===== config.mk =====
export PLATFORM = sky130hd
export DESIGN_NAME = iss_indicator_top
export DESIGN_NICKNAME = d
export VERILOG_FILES = /design/src/verilog/iss_pkg.sv /design/src/verilog/iss_indicator_top.sv /design/src/verilog/iss_sync.sv /design/src/verilog/iss_src_mux.sv
export SDC_FILE = /design/constraint.sdc
export NUM_CORES = 1
export LEC_CHECK = 0
export BUFFER_PORTS_ARGS = -buffer_cell sky130_fd_sc_hd__buf_2
export CAP_MARGIN = 10
export CORE_MARGIN = 10
export CORE_UTILIZATION = 50
export CTS_CLUSTER_SIZE = 25
export DETAILED_ROUTE_END_ITERATION = 16
export PLACE_DENSITY = 0.85
export SYNTH_ARGS = -nofsm -noshare
export SYNTH_HDL_FRONTEND = slang
export SYNTH_SLANG_ARGS = --single-unit

===== constraint.sdc =====
create_clock -name aclk -period 1.9 [get_ports aclk]
set_input_delay 0 -clock aclk [delete_from_list [all_inputs] [get_ports aclk]]
set_output_delay 0 -clock aclk [all_outputs]
set_load 0.1 [all_outputs]

===== src/verilog/iss_pkg.sv =====
package iss_pkg;

    // ************************************************************
    // Register map and field layout.
    // ************************************************************
    localparam int unsigned ADDR_W              = 8;
    localparam logic [7:0]  SRC_MAP_OFFSET      = 8'h18;
    localparam logic [7:0]  DRIVE_CTRL_OFFSET   = 8'h1C;
    localparam logic [7:0]  STATUS_OFFSET       = 8'h20;
    localparam logic [15:0] SRC_MAP_RESET       = 16'h6150;
    localparam logic [15:0] DRIVE_CTRL_RESET    = 16'h4444;
    localparam logic [15:0] DRIVE_CTRL_MASK     = 16'h7777;
    localparam int unsigned NUM_IND             = 4;
    localparam int unsigned FIELD_W             = 4;
    localparam int unsigned FORCE_EN_BIT        = 0;
    localparam int unsigned FORCE_VAL_BIT       = 1;
    localparam int unsigned POLARITY_BIT        = 2;
    localparam logic [1:0]  RESP_OKAY           = 2'h0;
    localparam logic [1:0]  RESP_SLVERR         = 2'h2;

    // ************************************************************
    // Timing of the blink phase for the link-and-activity source.
    // ************************************************************
    localparam int unsigned CLK_PERIOD_NS       = 5;
    localparam int unsigned BLINK_HALF_NS       = 50000000;
    localparam int unsigned BLINK_CYCLES_DEF    = BLINK_HALF_NS / CLK_PERIOD_NS;

    // ************************************************************
    // Source codes, speed codes and state types.
    // ************************************************************
    typedef enum logic [3:0] {
        SRC_LINK        = 4'h0,
        SRC_RX_OR_TX    = 4'h1,
        SRC_TX_ACT      = 4'h2,
        SRC_RX_ACT      = 4'h3,
        SRC_COLLISION   = 4'h4,
        SRC_LINK_1000   = 4'h5,
        SRC_LINK_100TX  = 4'h6,
        SRC_LINK_10     = 4'h7,
        SRC_LINK_10_100 = 4'h8,
        SRC_LINK_100_1G = 4'h9,
        SRC_FULL_DUPLEX = 4'hA,
        SRC_LINK_BLINK  = 4'hB,
        SRC_RSVD_C      = 4'hC,
        SRC_RX_OR_TX_ER = 4'hD,
        SRC_RX_ER       = 4'hE,
        SRC_RSVD_F      = 4'hF
    } iss_src_e;

    localparam logic [1:0] SPEED_10   = 2'h0;
    localparam logic [1:0] SPEED_100  = 2'h1;
    localparam logic [1:0] SPEED_1000 = 2'h2;

    typedef enum logic [0:0] {
        BUS_IDLE = 1'b0,
        BUS_RESP = 1'b1
    } iss_bus_e;

    // Physical-layer conditions that feed the indicators.
    typedef struct packed {
        logic       link_up;
        logic [1:0] speed;
        logic       full_duplex;
        logic       tx_active;
        logic       rx_active;
        logic       tx_error;
        logic       rx_error;
        logic       collision;
    } iss_phy_s;

    localparam int unsigned PHY_W = $bits(iss_phy_s);

endpackage : iss_pkg


===== src/verilog/iss_indicator_top.sv =====
// Design decision made here: the AXI4-Lite register port.
`timescale 1ns/1ps
//Contract
// - Each of the four indicators takes its source from its own 4-bit field of one register.
// - The general-purpose indicator field sits in bits 15:12, is read-write and resets to 0110.
// - The third indicator field sits in bits 11:8, is read-write and resets to 0001.
// - The second indicator field sits in bits 7:4, is read-write and resets to 0101.
// - The first indicator field sits in bits 3:0, is read-write and resets to 0000.
// - Code 0000 lights the indicator whenever a link is up, at any speed.
// - Code 0001 follows receive or transmit activity and code 0010 transmit activity only.
// - Code 1011 lights on link and blinks while transmit or receive activity occurs.
// - Code 1010 follows full duplex and code 1001 a 100 or 1000 megabit link.
// - Code 1000 follows a 10 or 100 megabit link and code 0111 a 10 megabit link only.
// - Code 0110 follows a 100 megabit twisted-pair link.
// - Code 1110 follows a receive error and code 1101 a receive or transmit error.
// - Each output has a polarity bit resetting to one for active high; zero makes it low.
// - A set drive-enable bit forces the output from its drive-value bit instead of the source.
module iss_indicator_top #(
    parameter int unsigned BLINK_CYCLES = iss_pkg::BLINK_CYCLES_DEF
) (
    input  wire logic                         aclk,
    input  wire logic                         aresetn,
    input  wire logic [iss_pkg::ADDR_W-1:0]   s_axi_awaddr,
    input  wire logic                         s_axi_awvalid,
    output logic                              s_axi_awready,
    input  wire logic [31:0]                  s_axi_wdata,
    input  wire logic [3:0]                   s_axi_wstrb,
    input  wire logic                         s_axi_wvalid,
    output logic                              s_axi_wready,
    output logic [1:0]                        s_axi_bresp,
    output logic                              s_axi_bvalid,
    input  wire logic                         s_axi_bready,
    input  wire logic [iss_pkg::ADDR_W-1:0]   s_axi_araddr,
    input  wire logic                         s_axi_arvalid,
    output logic                              s_axi_arready,
    output logic [31:0]                       s_axi_rdata,
    output logic [1:0]                        s_axi_rresp,
    output logic                              s_axi_rvalid,
    input  wire logic                         s_axi_rready,
    input  wire iss_pkg::iss_phy_s            phy_status,
    output logic [iss_pkg::NUM_IND-1:0]       indicator_output
);
    import iss_pkg::*;

    // ************************************************************
    // Declarations.
    // ************************************************************
    logic [15:0]            indicator_source_map_q;
    logic [15:0]            drive_ctrl_q;
    logic [ADDR_W-1:0]      wr_addr_q;
    logic [31:0]            wr_data_q;
    logic [3:0]             wr_strb_q;
    logic                   aw_held_q;
    logic                   w_held_q;
    iss_bus_e               wr_state_q;
    iss_bus_e               rd_state_q;
    logic                   wr_fire;
    logic                   wr_hit_src;
    logic                   wr_hit_drv;
    logic [15:0]            src_wmask;
    logic [15:0]            drv_wmask;
    logic [31:0]            rd_word;
    logic                   rd_hit;
    iss_phy_s               phy_sync;
    logic [31:0]            blink_cnt_q;
    logic                   blink_tick;
    logic                   blink_phase_q;
    logic [NUM_IND-1:0]     src_active;
    logic [NUM_IND-1:0]     ind_level;

    // ************************************************************
    // Helper functions.
    // ************************************************************

    // Expands the two low byte strobes into a mask over a 16-bit register.
    function automatic logic [15:0] lane_mask(input logic [3:0] strb);
        lane_mask = {{8{strb[1]}}, {8{strb[0]}}};
    endfunction : lane_mask

    // Word-aligned address compare; the two low address bits are ignored.
    function automatic logic addr_is(input logic [ADDR_W-1:0] addr,
                                     input logic [7:0]        offset);
        addr_is = (addr[ADDR_W-1:2] == offset[ADDR_W-1:2]);
    endfunction : addr_is

    // ************************************************************
    // Write address and write data capture.
    // ************************************************************

    // The address is held until the data also arrive, so either may come first.
    always_ff @(posedge aclk) begin
        if (!aresetn) begin
            aw_held_q     <= 1'b0;
            wr_addr_q     <= '0;
            s_axi_awready <= 1'b0;
        end else begin
            if (s_axi_awvalid && s_axi_awready) begin
                aw_held_q <= 1'b1;
                wr_addr_q <= s_axi_awaddr;
            end else if (wr_fire) begin
                aw_held_q <= 1'b0;
            end
            // Ready drops for the cycle after a take so no second address slips in.
            s_axi_awready <= !aw_held_q && !(s_axi_awvalid && s_axi_awready)
                             && (wr_state_q == BUS_IDLE);
        end
    end

    // Same scheme for the data channel, independent of the address channel.
    always_ff @(posedge aclk) begin
        if (!aresetn) begin
            w_held_q     <= 1'b0;
            wr_data_q    <= '0;
            wr_strb_q    <= '0;
            s_axi_wready <= 1'b0;
        end else begin
            if (s_axi_wvalid && s_axi_wready) begin
                w_held_q  <= 1'b1;
                wr_data_q <= s_axi_wdata;
                wr_strb_q <= s_axi_wstrb;
            end else if (wr_fire) begin
                w_held_q <= 1'b0;
            end
            s_axi_wready <= !w_held_q && !(s_axi_wvalid && s_axi_wready)
                            && (wr_state_q == BUS_IDLE);
        end
    end

    // A write commits once both halves are held and no response is pending.
    assign wr_fire    = aw_held_q && w_held_q && (wr_state_q == BUS_IDLE);
    assign wr_hit_src = addr_is(wr_addr_q, SRC_MAP_OFFSET);
    assign wr_hit_drv = addr_is(wr_addr_q, DRIVE_CTRL_OFFSET);
    assign src_wmask  = lane_mask(wr_strb_q);
    assign drv_wmask  = lane_mask(wr_strb_q) & DRIVE_CTRL_MASK;

    // ************************************************************
    // Write response.
    // ************************************************************

    // Unmapped or read-only targets answer SLVERR and change nothing.
    always_ff @(posedge aclk) begin
        if (!aresetn) begin
            wr_state_q   <= BUS_IDLE;
            s_axi_bvalid <= 1'b0;
            s_axi_bresp  <= RESP_OKAY;
        end else begin
            case (wr_state_q)
                BUS_IDLE: begin
                    if (wr_fire) begin
                        wr_state_q   <= BUS_RESP;
                        s_axi_bvalid <= 1'b1;
                        s_axi_bresp  <= (wr_hit_src || wr_hit_drv) ? RESP_OKAY
                                                                   : RESP_SLVERR;
                    end
                end
                BUS_RESP: begin
                    if (s_axi_bready) begin
                        wr_state_q   <= BUS_IDLE;
                        s_axi_bvalid <= 1'b0;
                    end
                end
                default: begin
                    wr_state_q   <= BUS_IDLE;
                    s_axi_bvalid <= 1'b0;
                end
            endcase
        end
    end

    // ************************************************************
    // Control registers.
    // ************************************************************

    // Source map: all four fields are plain read-write with their own reset codes.
    // Reserved codes are stored as written; the selector keeps such an output off.
    always_ff @(posedge aclk) begin
        if (!aresetn) begin
            indicator_source_map_q <= SRC_MAP_RESET;
        end else if (wr_fire && wr_hit_src) begin
            indicator_source_map_q <= (indicator_source_map_q & ~src_wmask)
                                    | (wr_data_q[15:0] & src_wmask);
        end
    end

    // Drive control: per indicator a force enable, a force value and a polarity.
    // The top bit of each nibble is reserved, ignores writes and reads zero.
    always_ff @(posedge aclk) begin
        if (!aresetn) begin
            drive_ctrl_q <= DRIVE_CTRL_RESET;
        end else if (wr_fire && wr_hit_drv) begin
            drive_ctrl_q <= (drive_ctrl_q & ~drv_wmask) | (wr_data_q[15:0] & drv_wmask);
        end
    end

    // ************************************************************
    // Read channel.
    // ************************************************************

    // Status word shows the outputs and the synchronised conditions.
    always_comb begin
        rd_word = 32'h0000_0000;
        rd_hit  = 1'b1;
        if (addr_is(s_axi_araddr, SRC_MAP_OFFSET)) begin
            rd_word[15:0] = indicator_source_map_q;
        end else if (addr_is(s_axi_araddr, DRIVE_CTRL_OFFSET)) begin
            rd_word[15:0] = drive_ctrl_q;
        end else if (addr_is(s_axi_araddr, STATUS_OFFSET)) begin
            rd_word[NUM_IND-1:0]              = indicator_output;
            rd_word[8 +: PHY_W]               = phy_sync;
        end else begin
            rd_hit = 1'b0;
        end
    end

    // Address is taken and data returned one cycle later; one read at a time.
    always_ff @(posedge aclk) begin
        if (!aresetn) begin
            rd_state_q    <= BUS_IDLE;
            s_axi_arready <= 1'b0;
            s_axi_rvalid  <= 1'b0;
            s_axi_rdata   <= '0;
            s_axi_rresp   <= RESP_OKAY;
        end else begin
            case (rd_state_q)
                BUS_IDLE: begin
                    s_axi_arready <= !(s_axi_arvalid && s_axi_arready);
                    if (s_axi_arvalid && s_axi_arready) begin
                        rd_state_q   <= BUS_RESP;
                        s_axi_rvalid <= 1'b1;
                        s_axi_rdata  <= rd_word;
                        s_axi_rresp  <= rd_hit ? RESP_OKAY : RESP_SLVERR;
                    end
                end
                BUS_RESP: begin
                    s_axi_arready <= 1'b0;
                    if (s_axi_rready) begin
                        rd_state_q    <= BUS_IDLE;
                        s_axi_rvalid  <= 1'b0;
                        s_axi_arready <= 1'b1;
                    end
                end
                default: begin
                    rd_state_q    <= BUS_IDLE;
                    s_axi_rvalid  <= 1'b0;
                    s_axi_arready <= 1'b0;
                end
            endcase
        end
    end

    // ************************************************************
    // Condition inputs.
    // ************************************************************

    // Conditions come from the line side, so they are synchronised first.
    iss_sync #(
        .WIDTH    (PHY_W)
    ) u_phy_sync (
        .aclk     (aclk),
        .aresetn  (aresetn),
        .async_in (phy_status),
        .sync_out (phy_sync)
    );

    // ************************************************************
    // Blink timebase.
    // ************************************************************

    // A single divider serves all indicators, so they blink in step.
    always_ff @(posedge aclk) begin
        if (!aresetn) begin
            blink_cnt_q <= '0;
        end else if (blink_tick) begin
            blink_cnt_q <= '0;
        end else begin
            blink_cnt_q <= blink_cnt_q + 32'h0000_0001;
        end
    end

    assign blink_tick = (blink_cnt_q >= BLINK_CYCLES - 1);

    // Phase flips on each enable pulse; activity gates the link light with it.
    always_ff @(posedge aclk) begin
        if (!aresetn) begin
            blink_phase_q <= 1'b0;
        end else if (blink_tick) begin
            blink_phase_q <= ~blink_phase_q;
        end
    end

    // ************************************************************
    // Per-indicator source selection and output stage.
    // ************************************************************
    generate
        for (genvar i = 0; i < NUM_IND; i++) begin : g_ind
            // Each output reads only its own field of the source map.
            iss_src_mux u_mux (
                .code        (indicator_source_map_q[i*FIELD_W +: FIELD_W]),
                .phy         (phy_sync),
                .blink_phase (blink_phase_q),
                .active      (src_active[i])
            );

            // Forcing replaces the source; polarity then sets the pin level.
            always_comb begin
                if (drive_ctrl_q[i*FIELD_W + FORCE_EN_BIT]) begin
                    ind_level[i] = drive_ctrl_q[i*FIELD_W + FORCE_VAL_BIT];
                end else begin
                    ind_level[i] = src_active[i];
                end
            end

            // Registered so every pin is glitch-free and comes from a flop.
            always_ff @(posedge aclk) begin
                if (!aresetn) begin
                    indicator_output[i] <= 1'b0;
                end else begin
                    indicator_output[i] <= ~(ind_level[i]
                                          ^ drive_ctrl_q[i*FIELD_W + POLARITY_BIT]);
                end
            end
        end
    endgenerate

endmodule : iss_indicator_top


===== src/verilog/iss_sync.sv =====
`timescale 1ns/1ps
module iss_sync #(
    parameter int unsigned WIDTH = 1
) (
    input  wire logic             aclk,
    input  wire logic             aresetn,
    input  wire logic [WIDTH-1:0] async_in,
    output logic      [WIDTH-1:0] sync_out
);

    logic [WIDTH-1:0] meta_q;

    // Two flops per bit; only the second stage is ever read.
    always_ff @(posedge aclk) begin
        if (!aresetn) begin
            meta_q   <= '0;
            sync_out <= '0;
        end else begin
            meta_q   <= async_in;
            sync_out <= meta_q;
        end
    end

endmodule : iss_sync


===== src/verilog/iss_src_mux.sv =====
`timescale 1ns/1ps
module iss_src_mux (
    input  wire logic             [3:0] code,
    input  wire iss_pkg::iss_phy_s      phy,
    input  wire logic                   blink_phase,
    output logic                        active
);
    import iss_pkg::*;

    logic link_act;

    assign link_act = phy.tx_active | phy.rx_active;

    // One condition per source code; reserved codes keep the indicator off.
    always_comb begin
        case (iss_src_e'(code))
            SRC_LINK:        active = phy.link_up;
            SRC_RX_OR_TX:    active = link_act;
            SRC_TX_ACT:      active = phy.tx_active;
            SRC_RX_ACT:      active = phy.rx_active;
            SRC_COLLISION:   active = phy.collision;
            SRC_LINK_1000:   active = phy.link_up & (phy.speed == SPEED_1000);
            SRC_LINK_100TX:  active = phy.link_up & (phy.speed == SPEED_100);
            SRC_LINK_10:     active = phy.link_up & (phy.speed == SPEED_10);
            SRC_LINK_10_100: active = phy.link_up & (phy.speed != SPEED_1000);
            SRC_LINK_100_1G: active = phy.link_up & (phy.speed != SPEED_10);
            SRC_FULL_DUPLEX: active = phy.full_duplex;
            SRC_LINK_BLINK:  active = phy.link_up & ~(link_act & blink_phase);
            SRC_RX_OR_TX_ER: active = phy.rx_error | phy.tx_error;
            SRC_RX_ER:       active = phy.rx_error;
            default:         active = 1'b0;
        endcase
    end

endmodule : iss_src_mux


* Word-level counts from Yosys, hierarchy flattened
Index checks and enable logic that the tools add are counted.
Widths: inputs -> output; s select.
** Cells by class
- Reduce and logical (&&, ||, !) cells :: 30
- Bitwise gates (word level) :: 30
- Eq/ne operators :: 64
- Order comparisons :: 1
- Add/subtract/negate cells :: 1
- Muxes and demuxes :: 38
** Operator list (count)
- $eq 4x4->1 const B :: 24
- $eq 4x3->1 const B :: 16
- $pmux 1 s14 :: 4
- $and 16x16->16 :: 3
- $add 32x1->32 const B :: 1
- $eq 4x2->1 const B :: 8
- $ge 32x24->1 const B :: 1
- $or 16x16->16 :: 2
- $eq 6x3->1 const B :: 4
- $mux 1 :: 21
- $and 16x15->16 :: 1
- $eq 4x1->1 const B :: 4
- $logic_not 4->1 :: 4
- $mux 16 :: 1
- $not 15->16 :: 1
- $not 16->16 :: 1
- $mux 4 :: 3
- $logic_and 1x1->1 :: 11
- $ne 2x2->1 const B :: 5
- $pmux 1 s2 :: 5
- $mux 9 :: 1
- $not 1->1 :: 9
- $mux 8 :: 1
- $reduce_and 2->1 :: 4
- other kinds (12) :: 29
** Storage, ports and cells
- Flip-flop bits (word level) :: 143
- Output and inout port bits :: 45
- Input bits :: 68

* Longest topological paths before layout
- Word-level depth :: 8
- Gate-level depth with buffers :: 8
- Gate-level depth less buffers :: 7

* Hierarchy
From an unflattened synthesis, not the netlist that was laid out.
** Second synthesis, totals
- Cell total of the unflattened synthesis :: 698
- Area, all modules :: 6204.7 um2
** Modules (own cells, without submodules)
- iss_indicator_top :: cells each 557, sequential area each 2342.2 um2, area each 4937.2 um2, instances 1
- iss_src_mux :: cells each 26, sequential area each 0.0 um2, area each 191.4 um2, instances 4
- iss_sync :: cells each 37, sequential area each 360.3 um2, area each 501.7 um2, instances 1

* Worst setup path before layout
No wires, ideal clock.
- Path kind :: flip-flop to flip-flop
- From :: reg s_axi_arready
- To :: reg s_axi_rdata[15]
- Cell stages (with the launch flop) :: 7
- Period minus slack after synthesis :: 2074 ps
- Library setup time :: 125 ps
- Required time :: 1775 ps
- Path slack :: -174 ps
- Arrival time :: 1949 ps
- Path through :: dfxtp_1 nand2_1 or2_2 clkbuf_1 clkbuf_1 a221oi_1 nor3b_1
** On the way
- Cells in the longest elaborated chain, start to end :: 2
** Ends and longest elaborated chain
- start: declaration :: line iss_indicator_top.sv:35 : output logic s_axi_arready,
- start signal: assignment :: line iss_indicator_top.sv:226 : s_axi_arready <= !(s_axi_arvalid && s_axi_arready);
- $logic_and 1x1->1 :: line iss_indicator_top.sv:227 : if (s_axi_arvalid && s_axi_arready) begin
- $reduce_and 2->1 (no source line)
- end signal: assignment :: line iss_indicator_top.sv:230 : s_axi_rdata <= rd_word;
- end: declaration :: line iss_indicator_top.sv:36 : output logic [31:0] s_axi_rdata,
Every way passes these cells.
A chain may end at the register's enable or synchronous reset.

* Worst setup path in the final report
- From :: reg blink_cnt_q[0]
- To :: reg blink_cnt_q[10]
** On the way
- Cells in the longest elaborated chain, start to end :: 2
- Elaborated cells between the ends (all ways) :: 3
- Classes of those cells :: 1 x add/sub; 1 x order compare; 1 x reduce/logical
** Ends and longest elaborated chain
- start: declaration :: line iss_indicator_top.sv:65 : logic [31:0] blink_cnt_q;
- start signal: assignment :: line iss_indicator_top.sv:276 : blink_cnt_q <= blink_cnt_q + 32'h0000_0001;
- $ge 32x24->1 :: line iss_indicator_top.sv:280 : assign blink_tick = (blink_cnt_q >= BLINK_CYCLES - 1);
- $reduce_or 2->1 (no source line)
Several ways; a longest one is shown, not always the timed one.

==> flow_summary_export.csv <==
group,metric,value,unit
drt,first_iter_violations,386,
clock_tree,clock-root-buffer,"sky130_fd_sc_hd__clkbuf_16",
grt,grt_antenna_before_repair,0,
synthesis,synth_area,5998,µm²
synthesis,number_of_flops_mapped_to_enable_cells_by_yosys,0,
drt,ant_nets,0,
setup_path,cp_max_fo,22,
floorplanning,dieArea,16780,µm²
synthesis,synth.area.top_cells,"sky130_fd_sc_hd__dfxtp_1 45%, sky130_fd_sc_hd__nand2_1 6.6%, sky130_fd_sc_hd__a21boi_0 5.0%",
synthesis,synth-seq-area-share,45.06,%
grt,global_route.overflow_total,0,
synthesis,synth_area_per_cell,8.782,µm²
clock_tree,tritoncts,"yes",
floorplanning,floorplan.initialDensity,51.87,%
timing,finalHoldViolCount,0,
drt,route.detailed.drc,0,
timing,max_slew_margin,55.67,%
setup_path,worstPathBufferInverterCount,1,
timing,timing.fmax,562.5,MHz
cells_and_area,post-route-util,66.01,%
clock_tree,clkLatencyLatePin,0.42,ns
synthesis,postSynthRegisterBits,135,
grt,track_usage,17.36,%
synthesis,synth.largest_area_cell,"sky130_fd_sc_hd__dfxtp_1",
timing,timing_max_transition_violations_final,0,
placement,detailed_place.area,6546,µm²
setup_path,worstSetupPathType,"register to register",
placement,place_congestion,0.8965,
drt,route.vias.total,5165,
setup_path,timing.critical_path.cells,"ha_1 > nand4_1 > o21ai_2 > a211oi_1 > o31a_1 > nand2_1 > buf_12 > nor2_1",
timing,fin_skew,0.009243,ns
timing,final_min_period_over_clock_period,93.57,%
synthesis,synth.top_cell.area_share,45.06,%
timing,setup-violations-final,0,
clock_tree,cts_buffers,17,
min_path,hold_crit_depth,3,
setup_path,regToRegStartpoint,"blink_cnt_q[0]$_SDFF_PP0_",
setup_path,depth_of_the_worst_register_to_register_path,8,
setup_path,timing.critical_path.arrival,2.08,ns
setup_path,worstSetupStartpointType,"register",
cells_and_area,drive_above_1_share,18.17,%
setup_path,r2r-end,"blink_cnt_q[10]$_SDFF_PP0_",
min_path,holdCritPathClass,"input pin to register",
grt,grt_first_pass_wirelength,24.03,mm
setup_path,r2r_slack,0.12,ns
power,leakage_power_summed_over_all_cells,3.151,nW
floorplanning,floorplan.io_pins,113,
synthesis,post_synth_num_cell_types,55,
synthesis,synthCells,683,
cells_and_area,diodes,0,
setup_path,crit_path_end_kind,"register",
power,report.power.total,7.171,mW
setup_path,crit_path_largest_cell_delay,0.36,ns
outcome,outcome,"finished clean",
setup_path,critical-path-top-delay-family,"compound AO/OA/AOI/OAI gates",
clock_tree,cts.reportedPaths.clkPinSlew,0.06,ns
clock_tree,cts.path.max_buffers,2,
drt,drt_pre_antenna_iters,4,
grt,grt_max_degree,79,
drt,finalWirelength,14.37,mm
placement,io_buffers,73,
setup_path,critical-path-slowest-cell,"sky130_fd_sc_hd__dfxtp_1",
power,irDropWorstVdd,0.6776,mV
cells_and_area,layout.nets,876,
synthesis,synth_warn,0,
min_path,worst_hold_startpoint,"aresetn",
synthesis,synth_ff_type,"sky130_fd_sc_hd__dfxtp_1",
clock_tree,numClockSinks,135,
cells_and_area,area_growth_syn_to_layout,27.26,%
floorplanning,fp.dieH,129.5,µm
cells_and_area,finalInstanceArea,7634,µm²
drt,post_drt_wl_per_cell,14.92,µm
clock_tree,cts_htree_levels,4,
timing,worst-slew-pin-transition,0.6650,ns
power,power.density_cell_area,939.4,nW/µm²
grt,grt_pass1_vias,5051,
floorplanning,floorplan.rows,39,
placement,detailedPlacementHpwl,9.549,mm
run,max-cap-violations,0,
floorplanning,coreArea,11560,µm²
synthesis,synth-async-reset-ratio,0,%
setup_path,worst_path_required,2.21,ns
floorplanning,dieWidth,129.5,µm
timing,fin_crit,1.778,ns
drt,post_drt_via_cell_ratio,5.363,
==> through the flow <==
step | hold WS (ns) | instances | setup WS (ns) | setup TNS, ns
detailed placement | 0.2096 | 888 | 0.03874 | 0
global placement | 0.2068 | 888 | 0.1210 | 0
global route | 0.03762 | 963 | -0.002173 | -0.002173
CTS | 0.01181 | 961 | 0.02412 | 0
floorplan | 0.1273 | 707 | 0.07963 | 0
finish | 0.02651 | 963 | 0.1222 | 0
==> how the worst max path moves through the flow <==
stage | cells past startpoint | to | startpoint | slack (ns)
after detailed placement | 6 | register | w_held_q$_SDFFE_PN0P_ | 0.04
final | 8 | blink_cnt_q[10]$_SDFF_PP0_ | blink_cnt_q[0]$_SDFF_PP0_ | 0.12
after global placement | 6 | register | w_held_q$_SDFFE_PN0P_ | 0.12
after global routing | 6 | register | wr_addr_q[7]$_SDFFE_PN0P_ | -0.002
after floorplan | 8 | blink_cnt_q[14]$_SDFF_PP0_ | blink_cnt_q[0]$_SDFF_PP0_ | 0.08
after CTS | 6 | register | w_held_q$_SDFFE_PN0P_ | 0.02
==> cell usage in the layout (no fill, tap or decap), types with 7 or more instances in the layout <==
cell type | netlist | layout
sky130_fd_sc_hd__o211ai_1 | 10 | 10
sky130_fd_sc_hd__xor2_1 | 9 | 9
sky130_fd_sc_hd__nand2_1 | 105 | 104
sky130_fd_sc_hd__xnor2_1 | 20 | 20
sky130_fd_sc_hd__nor3b_1 | 7 | 7
sky130_fd_sc_hd__buf_4 | 17 | 25
sky130_fd_sc_hd__dfxtp_1 | 135 | 130
sky130_fd_sc_hd__clkbuf_16 | 0 | 17
sky130_fd_sc_hd__a21boi_0 | 40 | 40
sky130_fd_sc_hd__mux2i_1 | 30 | 30
sky130_fd_sc_hd__dlygate4sd3_1 | 0 | 41
sky130_fd_sc_hd__o21ai_0 | 11 | 9
sky130_fd_sc_hd__nor2b_1 | 19 | 19
sky130_fd_sc_hd__nor2_1 | 40 | 40
sky130_fd_sc_hd__o211a_1 | 11 | 11
sky130_fd_sc_hd__conb_1 | 1 | 25
sky130_fd_sc_hd__and2_1 | 20 | 20
sky130_fd_sc_hd__buf_2 | 7 | 73
sky130_fd_sc_hd__a21oi_1 | 16 | 16
sky130_fd_sc_hd__nand3_1 | 37 | 37
sky130_fd_sc_hd__inv_1 | 9 | 9
sky130_fd_sc_hd__nand2b_1 | 13 | 13
sky130_fd_sc_hd__nor3_1 | 9 | 8
sky130_fd_sc_hd__nand4_1 | 12 | 12
==> routing by layer <==
layer,up-vias,share of wire [%],track usage (%)
met5,-,0,0
met4,0,1.5,5.159
met3,21,8.1,5.546
met2,180,46,28.44
met1,2390,44,21.44
li1,2574,-,-
==> worst min-delay path: stages <==
cell	delay, ns
sky130_fd_sc_hd__buf_2	0.12
sky130_fd_sc_hd__buf_12	0.19
sky130_fd_sc_hd__nand2_1	0.08
==> power breakdown <==
group / leakage, nW / total (mW) / internal [mW] / switching, mW
Combinational: 1.76 / 0.789 / 0.226 / 0.563
Sequential: 1.10 / 2.98 / 2.92 / 0.0625
Clock: 0.286 / 3.40 / 2.09 / 1.30
Total: 3.15 / 7.17 / 5.24 / 1.93
==> Yosys cell counts, drive strengths merged, types with 2 or more instances <==
cell	instances
nor3b	7
o211a	11
o22ai	3
a211oi	6
nand2b	13
xor2	9
buf	30
nand4	12
nor3	11
clkbuf	31
o211ai	10
o21ai	11
nand2	105
or3	2
inv	9
a21oi	16
nand3	39
dfxtp	135
xnor2	20
nor4	6
nand4b	3
and2	20
mux2i	30
nor2b	19
nor2	40
or2	2
nand3b	4
and3	6
o31a	2
and3b	2
a31oi	2
a21o	3
nor4b	2
a21boi	43
a221oi	6
==> kinds of logic after synthesis <==
family	Yosys count	share of synthesized area, %
buf+inv	70	5.715
other cells	1	0.06252
flops	135	45.06
simple gates	298	25.34
xor+xnor	29	4.235
fa+ha+maj	1	0.2086
mux	30	5.006
compound gates	119	14.37
==> final cells by class <==
| class | count | area [µm²] |
|---|---|---|
| Timing Repair Buffer | 142 | 1015 |
| Multi-Input combinational cell | 502 | 3080 |
| Tap cell | 143 | 178.9 |
| Inverter | 9 | 33.78 |
| Clock buffer | 17 | 425.4 |
| Clock inverter | 15 | 191.4 |
| Fill cell | 844 | 3931 |
| Sequential cell | 135 | 2709 |
==> repair_timing <==
item | CTS | global route
setup buffers | 0 | 2
gates resized for setup | 1 | 12
hold buffers | 41 | 0
pin swaps | 0 | 3
endpoints found under the hold margin | 38 | 0
endpoints found under the setup margin | 2 | 54
(Power assumes the default switching activity.)
